<file path="config.mk">
export PLATFORM = sky130hd
export DESIGN_NAME = dsd_diag_telegram
export DESIGN_NICKNAME = d
export VERILOG_FILES = /design/src/dsd_pkg.sv /design/src/dsd_diag_telegram.sv
export SDC_FILE = /design/constraint.sdc
export NUM_CORES = 1
export LEC_CHECK = 0
export ABC_AREA = 1
export BUFFER_PORTS_ARGS = -buffer_cell sky130_fd_sc_hd__buf_2
export CORE_MARGIN = 5
export CORE_UTILIZATION = 65
export CTS_CLUSTER_DIAMETER = 150
export CTS_CLUSTER_SIZE = 28
export DETAILED_ROUTE_END_ITERATION = 12
export PLACE_DENSITY = 0.92
export SYNTH_ARGS = -nofsm -noshare
export SYNTH_HDL_FRONTEND = slang
export SYNTH_SLANG_ARGS = --single-unit
</file>
<file path="constraint.sdc">
create_clock -name I_CLK_SYS -period 25 [get_ports I_CLK_SYS]
set_input_delay 6.25 -clock I_CLK_SYS [delete_from_list [all_inputs] [get_ports I_CLK_SYS]]
set_output_delay 6.25 -clock I_CLK_SYS [all_outputs]
set_load 0.02 [all_outputs]
</file>
<file path="src/dsd_pkg.sv">
// Purpose: Shared constants and types for the slave diagnosis telegram builder.
// Assumes: One 125 MHz clock, AHB-Lite register access, 32-bit data.
// Notes: Byte indices are positions within the telegram.
package dsd_pkg;
  localparam int ADDR_W = 12;
  localparam logic [11:0] REG_CTRL = 12'h000;
  localparam logic [11:0] REG_STATION = 12'h004;
  localparam logic [11:0] REG_EVENTS = 12'h008;
  localparam logic [11:0] REG_PARAM_MASTER = 12'h00c;
  localparam logic [11:0] REG_MODULE = 12'h010;
  localparam logic [11:0] REG_SLOTMAP0 = 12'h014;
  localparam logic [11:0] REG_SLOTMAP3 = 12'h020;
  localparam logic [11:0] REG_FAULT_LO = 12'h024;
  localparam logic [11:0] REG_FAULT_HI = 12'h028;
  localparam logic [11:0] REG_STATUS = 12'h02c;
  localparam int SLOT_WORDS = 4;
  // Header layout
  localparam logic [5:0] HB_STAT0 = 6'h00;
  localparam logic [5:0] HB_STAT1 = 6'h01;
  localparam logic [5:0] HB_STAT2 = 6'h02;
  localparam logic [5:0] HB_MASTER = 6'h03;
  localparam logic [5:0] HB_IDENT_HI = 6'h04;
  localparam logic [5:0] HB_IDENT_LO = 6'h05;
  localparam logic [5:0] ID_HDR_IDX = 6'h06;
  localparam logic [5:0] ID_MAP_IDX = 6'h07;
  localparam logic [5:0] SHORT_DEV_START = 6'h09;
  localparam logic [5:0] LONG_DEV_START = 6'h17;
  localparam logic [5:0] SHORT_TG_LEN = 6'h1c;
  localparam logic [5:0] LONG_TG_LEN = 6'h2a;
  // Device-related section offsets
  localparam logic [5:0] DOFF_LEN = 6'h00;
  localparam logic [5:0] DOFF_TYPE = 6'h01;
  localparam logic [5:0] DOFF_SLOT = 6'h02;
  localparam logic [5:0] DOFF_RSV = 6'h03;
  localparam logic [5:0] DOFF_MS1 = 6'h04;
  localparam logic [5:0] DOFF_FIX1C = 6'h05;
  localparam logic [5:0] DOFF_MS2 = 6'h06;
  localparam logic [5:0] DOFF_MS3 = 6'h07;
  localparam logic [5:0] DOFF_FIX60 = 6'h08;
  localparam logic [5:0] DOFF_FIX00 = 6'h09;
  localparam logic [5:0] DOFF_FIX40 = 6'h0a;
  localparam logic [5:0] DOFF_FAULT = 6'h0b;
  localparam logic [5:0] DOFF_LAST = 6'h12;
  // Fixed codes
  localparam logic [7:0] DEV_LEN = 8'h13;
  localparam logic [7:0] ID_HDR_SHORT = 8'h43;
  localparam logic [7:0] ID_HDR_LONG = 8'h51;
  localparam logic [7:0] TYPE_ALARM = 8'h01;
  localparam logic [7:0] TYPE_STATUS = 8'h81;
  localparam logic [7:0] FIX_1C = 8'h1c;
  localparam logic [7:0] FIX_60 = 8'h60;
  localparam logic [7:0] FIX_40 = 8'h40;
  localparam logic [7:0] BYTE_ZERO = 8'h00;
  localparam logic [7:0] MASTER_NONE = 8'hff;
  localparam logic [7:0] MASTER_MAX = 8'h7e;
  // Arbitrary neutral value, not a real assignment
  localparam logic [15:0] IDENT_DEFAULT = 16'h1234;
  localparam logic [1:0] HTRANS_NONSEQ = 2'h2;
  localparam logic [1:0] HTRANS_SEQ = 2'h3;

  typedef struct packed {
    logic other_master;
    logic bad_param;
    logic resp_uninterp;
    logic unsup_func;
    logic ext_diag;
    logic cfg_fault;
    logic not_ready;
    logic not_addressable;
  } dsd_stat0_t;

  typedef struct packed {
    logic deactivated;
    logic rsv6;
    logic sync_rcvd;
    logic freeze_rcvd;
    logic resp_mon;
    logic rsv2;
    logic static_diag;
    logic need_param;
  } dsd_stat1_t;

  typedef struct packed {
    logic [2:0] rsv;
    logic apf;
    logic mismatch;
    logic external;
    logic internal;
    logic group;
  } dsd_mod1_t;

  typedef struct packed {
    logic [3:0] rsv;
    logic watchdog;
    logic offline;
    logic rsv1;
    logic mismatch;
  } dsd_mod2_t;

  typedef struct packed {
    logic [4:0] rsv;
    logic eeprom;
    logic [1:0] rsv0;
  } dsd_mod3_t;

  typedef struct packed {
    logic offline;
    logic mismatch;
    logic apf;
    logic watchdog;
    logic eeprom;
  } dsd_modsrc_t;

  typedef struct packed {
    logic sync_rcvd;
    logic freeze_rcvd;
    logic bad_param;
    logic unsup_func;
  } dsd_evt_t;

  typedef enum logic [1:0] {
    BUS_IDLE,
    BUS_WRITE,
    BUS_RD_WAIT,
    BUS_RD_DONE
  } dsd_bus_t;
endpackage

</file>
<file path="src/dsd_diag_telegram.sv">
// Purpose: Slave diagnosis telegram builder with AHB-Lite register access.
// Assumes: Event pulses and the accessing master address come from logic on I_CLK_SYS.
// Notes: Reads take one wait state; writes take none.
`timescale 1ns/1ns
module dsd_diag_telegram #(
  parameter logic [15:0] BUS_ORG_IDENT_NUMBER = dsd_pkg::IDENT_DEFAULT
) (
  input wire logic I_CLK_SYS,
  input wire logic I_RST,
  input wire logic I_HSEL,
  input wire logic [31:0] I_HADDR,
  input wire logic [1:0] I_HTRANS,
  input wire logic I_HWRITE,
  input wire logic [2:0] I_HSIZE,
  input wire logic [31:0] I_HWDATA,
  input wire logic I_HREADY,
  output logic [31:0] O_HRDATA,
  output logic O_HREADYOUT,
  output logic O_HRESP,
  input wire logic I_EVT_FREEZE,
  input wire logic I_EVT_SYNC,
  input wire logic I_EVT_UNSUP_FUNC,
  input wire logic I_EVT_BAD_PARAM,
  input wire logic [7:0] I_ACC_MASTER,
  input wire logic I_TG_RD,
  input wire logic [5:0] I_TG_IDX,
  output logic [7:0] O_TG_DATA,
  output logic O_TG_VALID,
  output logic [5:0] O_TG_LEN
);
  dsd_pkg::dsd_bus_t bus_q;
  logic [11:0] addr_q;
  logic [31:0] rdata_q;
  logic long_form_q;
  logic status_msg_q;
  logic [7:0] alarm_slot_q;
  dsd_pkg::dsd_stat0_t stat0_sw_q;
  dsd_pkg::dsd_stat1_t stat1_sw_q;
  dsd_pkg::dsd_evt_t evt_q;
  dsd_pkg::dsd_evt_t evt_set;
  dsd_pkg::dsd_evt_t evt_clr;
  logic [7:0] param_master_q;
  dsd_pkg::dsd_modsrc_t mod_q;
  logic [31:0] slotmap_q [dsd_pkg::SLOT_WORDS];
  logic [63:0] fault_q;
  logic [7:0] tg_data_q;
  logic tg_valid_q;

  logic addr_phase;
  logic wr_now;
  logic [11:0] waddr;
  logic slot_hit;
  logic [1:0] slot_sel;
  logic wr_ctrl;
  logic wr_station;
  logic wr_events;
  logic wr_pmaster;
  logic wr_module;
  logic wr_slot;
  logic wr_fault_lo;
  logic wr_fault_hi;
  dsd_pkg::dsd_stat0_t stat0;
  dsd_pkg::dsd_stat1_t stat1;
  dsd_pkg::dsd_mod1_t mod1;
  dsd_pkg::dsd_mod2_t mod2;
  dsd_pkg::dsd_mod3_t mod3;
  logic line1_fault;
  logic [5:0] dev_start;
  logic [5:0] tg_len;
  logic [7:0] tg_byte;
  logic [5:0] doff;
  logic [5:0] soff;
  logic [7:0] slot_byte;
  logic [7:0] rd_idx_byte;
  logic [31:0] rd_mux;

  assign addr_phase = I_HSEL && I_HREADY &&
    (I_HTRANS == dsd_pkg::HTRANS_NONSEQ || I_HTRANS == dsd_pkg::HTRANS_SEQ);
  assign wr_now = (bus_q == dsd_pkg::BUS_WRITE);
  assign waddr = addr_q;

  // One decode per register; the slot window also serves the read mux
  assign slot_hit = (addr_q >= dsd_pkg::REG_SLOTMAP0) && (addr_q <= dsd_pkg::REG_SLOTMAP3) &&
    (addr_q[1:0] == 2'h0);
  assign slot_sel = 2'((addr_q - dsd_pkg::REG_SLOTMAP0) >> 2);
  assign wr_ctrl = wr_now && (waddr == dsd_pkg::REG_CTRL);
  assign wr_station = wr_now && (waddr == dsd_pkg::REG_STATION);
  assign wr_events = wr_now && (waddr == dsd_pkg::REG_EVENTS);
  assign wr_pmaster = wr_now && (waddr == dsd_pkg::REG_PARAM_MASTER);
  assign wr_module = wr_now && (waddr == dsd_pkg::REG_MODULE);
  assign wr_slot = wr_now && slot_hit;
  assign wr_fault_lo = wr_now && (waddr == dsd_pkg::REG_FAULT_LO);
  assign wr_fault_hi = wr_now && (waddr == dsd_pkg::REG_FAULT_HI);

  // Bus sequencing; reads stall one cycle so read data always comes from a flop
  always_ff @(posedge I_CLK_SYS or posedge I_RST) begin
    if (I_RST) begin
      bus_q <= dsd_pkg::BUS_IDLE;
      addr_q <= 12'h000;
    end else begin
      case (bus_q)
        dsd_pkg::BUS_RD_WAIT: begin
          bus_q <= dsd_pkg::BUS_RD_DONE;
        end
        default: begin
          if (addr_phase) begin
            addr_q <= I_HADDR[dsd_pkg::ADDR_W-1:0];
            bus_q <= I_HWRITE ? dsd_pkg::BUS_WRITE : dsd_pkg::BUS_RD_WAIT;
          end else begin
            bus_q <= dsd_pkg::BUS_IDLE;
          end
        end
      endcase
    end
  end

  // Never an error response: unmapped addresses read zero and drop writes
  always_comb begin
    O_HREADYOUT = (bus_q != dsd_pkg::BUS_RD_WAIT);
    O_HRESP = 1'b0;
    O_HRDATA = rdata_q;
  end

  // Control register
  always_ff @(posedge I_CLK_SYS or posedge I_RST) begin
    if (I_RST) begin
      long_form_q <= 1'b0;
      status_msg_q <= 1'b0;
      alarm_slot_q <= 8'h00;
    end else if (wr_ctrl) begin
      long_form_q <= I_HWDATA[0];
      status_msg_q <= I_HWDATA[1];
      alarm_slot_q <= I_HWDATA[15:8];
    end
  end

  // Software-held station flags; derived bits are overridden below
  always_ff @(posedge I_CLK_SYS or posedge I_RST) begin
    if (I_RST) begin
      stat0_sw_q <= '0;
      stat1_sw_q <= '0;
      stat0_sw_q.not_ready <= 1'b1;
      stat1_sw_q.need_param <= 1'b1;
    end else if (wr_station) begin
      stat0_sw_q <= I_HWDATA[7:0];
      stat1_sw_q <= I_HWDATA[15:8];
    end
  end

  // Sticky events: write one to clear, a new event in the same cycle wins
  always_comb begin
    evt_set = '0;
    evt_set.freeze_rcvd = I_EVT_FREEZE;
    evt_set.sync_rcvd = I_EVT_SYNC;
    evt_set.unsup_func = I_EVT_UNSUP_FUNC;
    evt_set.bad_param = I_EVT_BAD_PARAM;
    evt_clr = '0;
    if (wr_events) begin
      evt_clr = I_HWDATA[3:0];
    end
  end

  always_ff @(posedge I_CLK_SYS or posedge I_RST) begin
    if (I_RST) begin
      evt_q <= '0;
    end else begin
      evt_q <= (evt_q & ~evt_clr) | evt_set;
    end
  end

  // Out-of-range addresses collapse to the not-parameterized code
  always_ff @(posedge I_CLK_SYS or posedge I_RST) begin
    if (I_RST) begin
      param_master_q <= dsd_pkg::MASTER_NONE;
    end else if (wr_pmaster) begin
      if (I_HWDATA[7:0] <= dsd_pkg::MASTER_MAX) begin
        param_master_q <= I_HWDATA[7:0];
      end else begin
        param_master_q <= dsd_pkg::MASTER_NONE;
      end
    end
  end

  // Module fault sources are software levels; the status bytes derive from them
  always_ff @(posedge I_CLK_SYS or posedge I_RST) begin
    if (I_RST) begin
      mod_q <= '0;
    end else if (wr_module) begin
      mod_q <= I_HWDATA[4:0];
    end
  end

  always_ff @(posedge I_CLK_SYS or posedge I_RST) begin
    if (I_RST) begin
      for (int i = 0; i < dsd_pkg::SLOT_WORDS; i++) begin
        slotmap_q[i] <= 32'h00000000;
      end
    end else if (wr_slot) begin
      slotmap_q[slot_sel] <= I_HWDATA;
    end
  end

  // Slave fault bits, one per slave, written by the line supervisor software
  always_ff @(posedge I_CLK_SYS or posedge I_RST) begin
    if (I_RST) begin
      fault_q <= 64'h0000000000000000;
    end else if (wr_fault_lo) begin
      fault_q[31:0] <= I_HWDATA;
    end else if (wr_fault_hi) begin
      fault_q[63:32] <= I_HWDATA;
    end
  end

  // Status byte assembly
  assign line1_fault = (|fault_q) | mod_q.apf;

  always_comb begin
    stat0 = '0;
    stat0.not_addressable = stat0_sw_q.not_addressable;
    stat0.not_ready = stat0_sw_q.not_ready;
    stat0.cfg_fault = stat0_sw_q.cfg_fault;
    stat0.ext_diag = line1_fault;
    stat0.unsup_func = evt_q.unsup_func;
    stat0.resp_uninterp = stat0_sw_q.resp_uninterp;
    stat0.bad_param = evt_q.bad_param;
    // All-ones when unparameterized matches no accessing master, so bit 7 reads one
    stat0.other_master = (I_ACC_MASTER != param_master_q);
    stat1 = '0;
    stat1.need_param = stat1_sw_q.need_param;
    stat1.static_diag = stat1_sw_q.static_diag;
    stat1.resp_mon = stat1_sw_q.resp_mon;
    stat1.deactivated = stat1_sw_q.deactivated;
    stat1.freeze_rcvd = evt_q.freeze_rcvd;
    stat1.sync_rcvd = evt_q.sync_rcvd;
    mod1 = '0;
    mod1.internal = mod_q.eeprom | mod_q.watchdog;
    mod1.external = line1_fault;
    mod1.mismatch = mod_q.mismatch;
    mod1.apf = mod_q.apf;
    mod1.group = mod1.internal | mod1.external | mod1.mismatch | mod1.apf;
    mod2 = '0;
    mod2.mismatch = mod_q.mismatch;
    mod2.offline = mod_q.offline;
    mod2.watchdog = mod_q.watchdog;
    mod3 = '0;
    mod3.eeprom = mod_q.eeprom;
  end

  // Section boundaries follow the chosen form
  assign dev_start = long_form_q ? dsd_pkg::LONG_DEV_START : dsd_pkg::SHORT_DEV_START;
  assign tg_len = long_form_q ? dsd_pkg::LONG_TG_LEN : dsd_pkg::SHORT_TG_LEN;

  // Telegram byte selected by the read index
  always_comb begin
    doff = I_TG_IDX - dev_start;
    soff = I_TG_IDX - dsd_pkg::ID_MAP_IDX;
    slot_byte = slotmap_q[soff[3:2]][8*soff[1:0] +: 8];
    tg_byte = dsd_pkg::BYTE_ZERO;
    if (I_TG_IDX <= dsd_pkg::HB_IDENT_LO) begin
      case (I_TG_IDX)
        dsd_pkg::HB_STAT0: tg_byte = stat0;
        dsd_pkg::HB_STAT1: tg_byte = stat1;
        dsd_pkg::HB_STAT2: tg_byte = dsd_pkg::BYTE_ZERO;
        dsd_pkg::HB_MASTER: tg_byte = param_master_q;
        dsd_pkg::HB_IDENT_HI: tg_byte = BUS_ORG_IDENT_NUMBER[15:8];
        dsd_pkg::HB_IDENT_LO: tg_byte = BUS_ORG_IDENT_NUMBER[7:0];
        default: tg_byte = dsd_pkg::BYTE_ZERO;
      endcase
    end else if (I_TG_IDX == dsd_pkg::ID_HDR_IDX) begin
      tg_byte = long_form_q ? dsd_pkg::ID_HDR_LONG : dsd_pkg::ID_HDR_SHORT;
    // Slot bytes past the first exist only in long form; short form reads zero there
    end else if (I_TG_IDX < dev_start) begin
      if (I_TG_IDX == dsd_pkg::ID_MAP_IDX) begin
        tg_byte = {slot_byte[7:3], slot_byte[2], slot_byte[1] | line1_fault, 1'b0};
      end else if (long_form_q) begin
        tg_byte = slot_byte;
      end else begin
        tg_byte = dsd_pkg::BYTE_ZERO;
      end
    end else if (I_TG_IDX < tg_len) begin
      case (doff)
        dsd_pkg::DOFF_LEN: tg_byte = dsd_pkg::DEV_LEN;
        dsd_pkg::DOFF_TYPE: tg_byte = status_msg_q ? dsd_pkg::TYPE_STATUS : dsd_pkg::TYPE_ALARM;
        dsd_pkg::DOFF_SLOT: tg_byte = alarm_slot_q;
        dsd_pkg::DOFF_RSV: tg_byte = dsd_pkg::BYTE_ZERO;
        dsd_pkg::DOFF_MS1: tg_byte = mod1;
        dsd_pkg::DOFF_FIX1C: tg_byte = dsd_pkg::FIX_1C;
        dsd_pkg::DOFF_MS2: tg_byte = mod2;
        dsd_pkg::DOFF_MS3: tg_byte = mod3;
        dsd_pkg::DOFF_FIX60: tg_byte = dsd_pkg::FIX_60;
        dsd_pkg::DOFF_FIX00: tg_byte = dsd_pkg::BYTE_ZERO;
        dsd_pkg::DOFF_FIX40: tg_byte = dsd_pkg::FIX_40;
        default: begin
          if (doff >= dsd_pkg::DOFF_FAULT && doff <= dsd_pkg::DOFF_LAST) begin
            tg_byte = fault_q[8*3'(doff - dsd_pkg::DOFF_FAULT) +: 8];
          end
        end
      endcase
    end
  end

  // Reads have no side effects, so the master may fetch any byte again
  // Telegram read port, answer one cycle after the request
  always_ff @(posedge I_CLK_SYS or posedge I_RST) begin
    if (I_RST) begin
      tg_data_q <= 8'h00;
      tg_valid_q <= 1'b0;
    end else begin
      tg_valid_q <= I_TG_RD;
      if (I_TG_RD) begin
        tg_data_q <= tg_byte;
      end
    end
  end

  assign O_TG_DATA = tg_data_q;
  assign O_TG_VALID = tg_valid_q;
  assign O_TG_LEN = tg_len;

  // Register read mux, sampled in the stall cycle
  assign rd_idx_byte = {2'b00, tg_len};
  always_comb begin
    rd_mux = 32'h00000000;
    if (slot_hit) begin
      rd_mux = slotmap_q[slot_sel];
    end else begin
      case (addr_q)
        dsd_pkg::REG_CTRL: rd_mux = {16'h0000, alarm_slot_q, 6'h00, status_msg_q, long_form_q};
        dsd_pkg::REG_STATION: rd_mux = {16'h0000, stat1_sw_q, stat0_sw_q};
        dsd_pkg::REG_EVENTS: rd_mux = {28'h0000000, evt_q};
        dsd_pkg::REG_PARAM_MASTER: rd_mux = {24'h000000, param_master_q};
        dsd_pkg::REG_MODULE: rd_mux = {27'h0000000, mod_q};
        dsd_pkg::REG_FAULT_LO: rd_mux = fault_q[31:0];
        dsd_pkg::REG_FAULT_HI: rd_mux = fault_q[63:32];
        dsd_pkg::REG_STATUS: rd_mux = {8'h00, rd_idx_byte, stat1, stat0};
        default: rd_mux = 32'h00000000;
      endcase
    end
  end

  always_ff @(posedge I_CLK_SYS or posedge I_RST) begin
    if (I_RST) begin
      rdata_q <= 32'h00000000;
    end else if (bus_q == dsd_pkg::BUS_RD_WAIT) begin
      rdata_q <= rd_mux;
    end
  end
endmodule

</file>
==> flow_summary.yaml <==
clocking:
  clkTransAtPathRegs_ns: 0.11
  ctsResizeCount: 0
  cts_root_buf: "clkbuf_16"
  cts_tree: "built"
  cts_setup_buffers: 0
  htree_levels: 1
  clkSinkCount: 290
  clk_path_buf_depth: 3
  cts_made_buffers: 14
  insertion_delay_ns: 0.51
  hold_buffers: 0
yosys:
  syn_inst: 2099
  synth_flop_cell: "dfrtp_1"
  netlist_area_um2: 16000
  synth_cell_types: 58
  synth-seq-cells: 290
  synthTopCellsByCount: "nand2_1, o21ai_0, dfrtp_1, inv_1, nor2_1"
  async_reset_ff_frac: 1.00
  ys_warn_count: 0
  synth_top_cell_by_area: "dfrtp_1"
  avgSynthCellArea_um2: 7.62
  synth.top_cell.area_share: 0.438
  yosys.cell_count.top_type: "nand2_1"
  synth.area.top_cells: "dfrtp_1, o21ai_0, nand2_1"
  synth_edf_count: 0
  yosysSeqAreaShare: 0.454
setup_path:
  crit_required_ns: 25.40
  end_kind: "register"
  reg2reg_depth: 11
  critPathArrivalTime_ns: 10.14
  r2r-start: "addr_q[2]"
  r2r_slack_ns: 20.49
  crit_type: "primary input to register"
  critPathLaunchType: "primary input"
  crit_fanout: 63
  reg2reg_to: "O_HRDATA[1]"
global_routing:
  grt_max_degree: 111
  grt_pass1_vias: 14665
  grt_pass1_wl_um: 81900
  grt_usage: 0.369
  overflow: 0
  antenna_found_initial: 2
timing:
  finalClockSkew_ns: 0.0299
  hold_violations: 0
  fmax_mhz: 103
  maxSlewHeadroom: 0.240
  setup-violations-final: 0
  setup_tns_ns: 0
  fin_ws_ns: 15.26
  period_share: 0.390
  worstMarginPinSlew_ns: 1.14
  rsz0062_at_grt: "no"
  period_needed_ns: 9.74
  drv_slew: 0
routing:
  drtIter0Drc: 2412
  drc: 0
  via_count: 15857
  wl_per_cell_um: 21.7
  viasPerCell: 6.46
  drt_wl_total_um: 53200
  ant_nets: 0
  dr.pass1.iters: 7
finish:
  diodes: 0
  fin_util: 0.704
  syn2layout_area_growth_pct: 6.63
  drive_gt1_frac: 0.0939
  fin_nets: 2242
  fillers: 1995
placement:
  post-dp-hpwl_um: 37500
  io_buffers: 114
  place_congestion: 1.03
  place_ws_ns: 15.02
die:
  coreArea_um2: 24200
  design.die.area_um2: 27900
  initial_core_util: 0.660
  num_rows: 57
  io_pins: 142
  die_w_um: 167
  die_h_um: 167
power_and_ir_drop:
  p_leak_nw: 8.84
  power_density_nw_per_um2: 73.6
  vdd_drop_max_v: 0.0000604
outcome:
  outcome: "completed"
flow_run:
  cap_viol_max_count: 0
worst_hold_path:
  min_path_cells: 2
  hold_end: "slotmap_q[124]"
  hp-start: "slotmap_q[124]"
  hold_class: "register to register"
-- layout by cell type (no fill, tap or decap), drive strengths merged, types with 21 or more instances in the layout --
cell   count
nand4     21
nand2    470
nand3     80
a21oi    121
o22ai     31
nor2     159
a31oi     28
dfrtp    280
inv      200
buf      135
o21ai    395
ha        22
-- metal layers --
metal	part of all wire	vias to the layer above	track usage
met2	0.46	1084	0.578
met1	0.38	7502	0.509
li1	-	7092	-
met5	0.00041	-	0
met3	0.12	175	0.0870
met4	0.040	4	0.131
-- logic make-up after synthesis --
logic type / Yosys count / share of synthesized area
other: 2 / 0.000469
DFF: 290 / 0.454
buffers and inverters: 326 / 0.0794
xor gates and xnor gates: 10 / 0.00782
and+or+nand+nor: 757 / 0.194
adders and majority gates: 23 / 0.0185
muxes: 12 / 0.00821
AOI/OAI and AO/OA: 679 / 0.237
-- state kept, by name (all words and copies together) (netlist names) --
signal          count
slotmap_q         128
fault_q            64
O_HRDATA           32
addr_q             12
O_TG_DATA           8
alarm_slot_q        8
param_master_q      8
evt_q               4
stat0               4
stat0_sw_q          4
stat1               4
stat1_sw_q          4
bus_q               2
mod1                2
mod2                2
O_TG_VALID          1
long_form_q         1
mod3                1
status_msg_q        1
-- worst max-delay path by stage --
stage,start,endpoint,slack [ns],depth (start not counted)
2_1_floorplan,I_RST,O_HRDATA[0],10.76,1
3_3_place_gp,I_TG_IDX[0],O_TG_DATA[1],15.11,15
3_5_place_dp,I_TG_IDX[0],O_TG_DATA[1],15.02,15
4_1_cts,I_TG_IDX[0],O_TG_DATA[1],15.56,15
5_1_grt,I_TG_IDX[0],O_TG_DATA[1],15.15,15
6_report,I_TG_IDX[0],O_TG_DATA[1],15.26,15
-- worst max-delay path, cell delays in order --
cell	delay, ns
buf_2	0.08
buf_4	0.59
ha_1	0.30
nand2_1	0.50
nand2_2	0.22
buf_4	0.48
o21ai_0	0.13
o21ai_0	0.19
o22ai_1	0.20
o21ai_0	0.68
nand2_1	0.10
a21oi_1	0.16
nand2_1	0.07
nand2_1	0.10
a21oi_1	0.07
-- where the power goes --
group | leakage, nW | internal [mW] | switching [mW] | total (mW)
Combinational | 5.88 | 0.122 | 0.273 | 0.395
Sequential | 2.77 | 0.541 | 0.0522 | 0.593
Clock | 0.199 | 0.113 | 0.155 | 0.268
-- through the flow --
| stage | cell area, um^2 | power, mW | hold slack (ns) | instances |
|---|---|---|---|---|
| 2_1_floorplan | 16000 | 0.849 | 0.453 | 2100 |
| 3_3_place_gp | 16700 | 0.966 | 0.466 | 2434 |
| 3_5_place_dp | 16700 | 0.983 | 0.473 | 2434 |
| 4_1_cts | 17100 | 1.24 | 0.498 | 2454 |
| 5_1_grt | 17100 | 1.31 | 0.518 | 2454 |
| 6_report | 17100 | 1.26 | 0.496 | 2454 |
-- area by class of cell --
class	instances	area [um^2]	area share
clock buffer	19	390	0.0229
multi-input combinational	1484	7490	0.439
tap	324	405	0.0238
timing repair buffer	135	728	0.0427
sequential	290	7270	0.426
clock inverter	1	20.0	0.00117
inverter	201	762	0.0447
No activity file was read; power rests on OpenSTA's default activity.
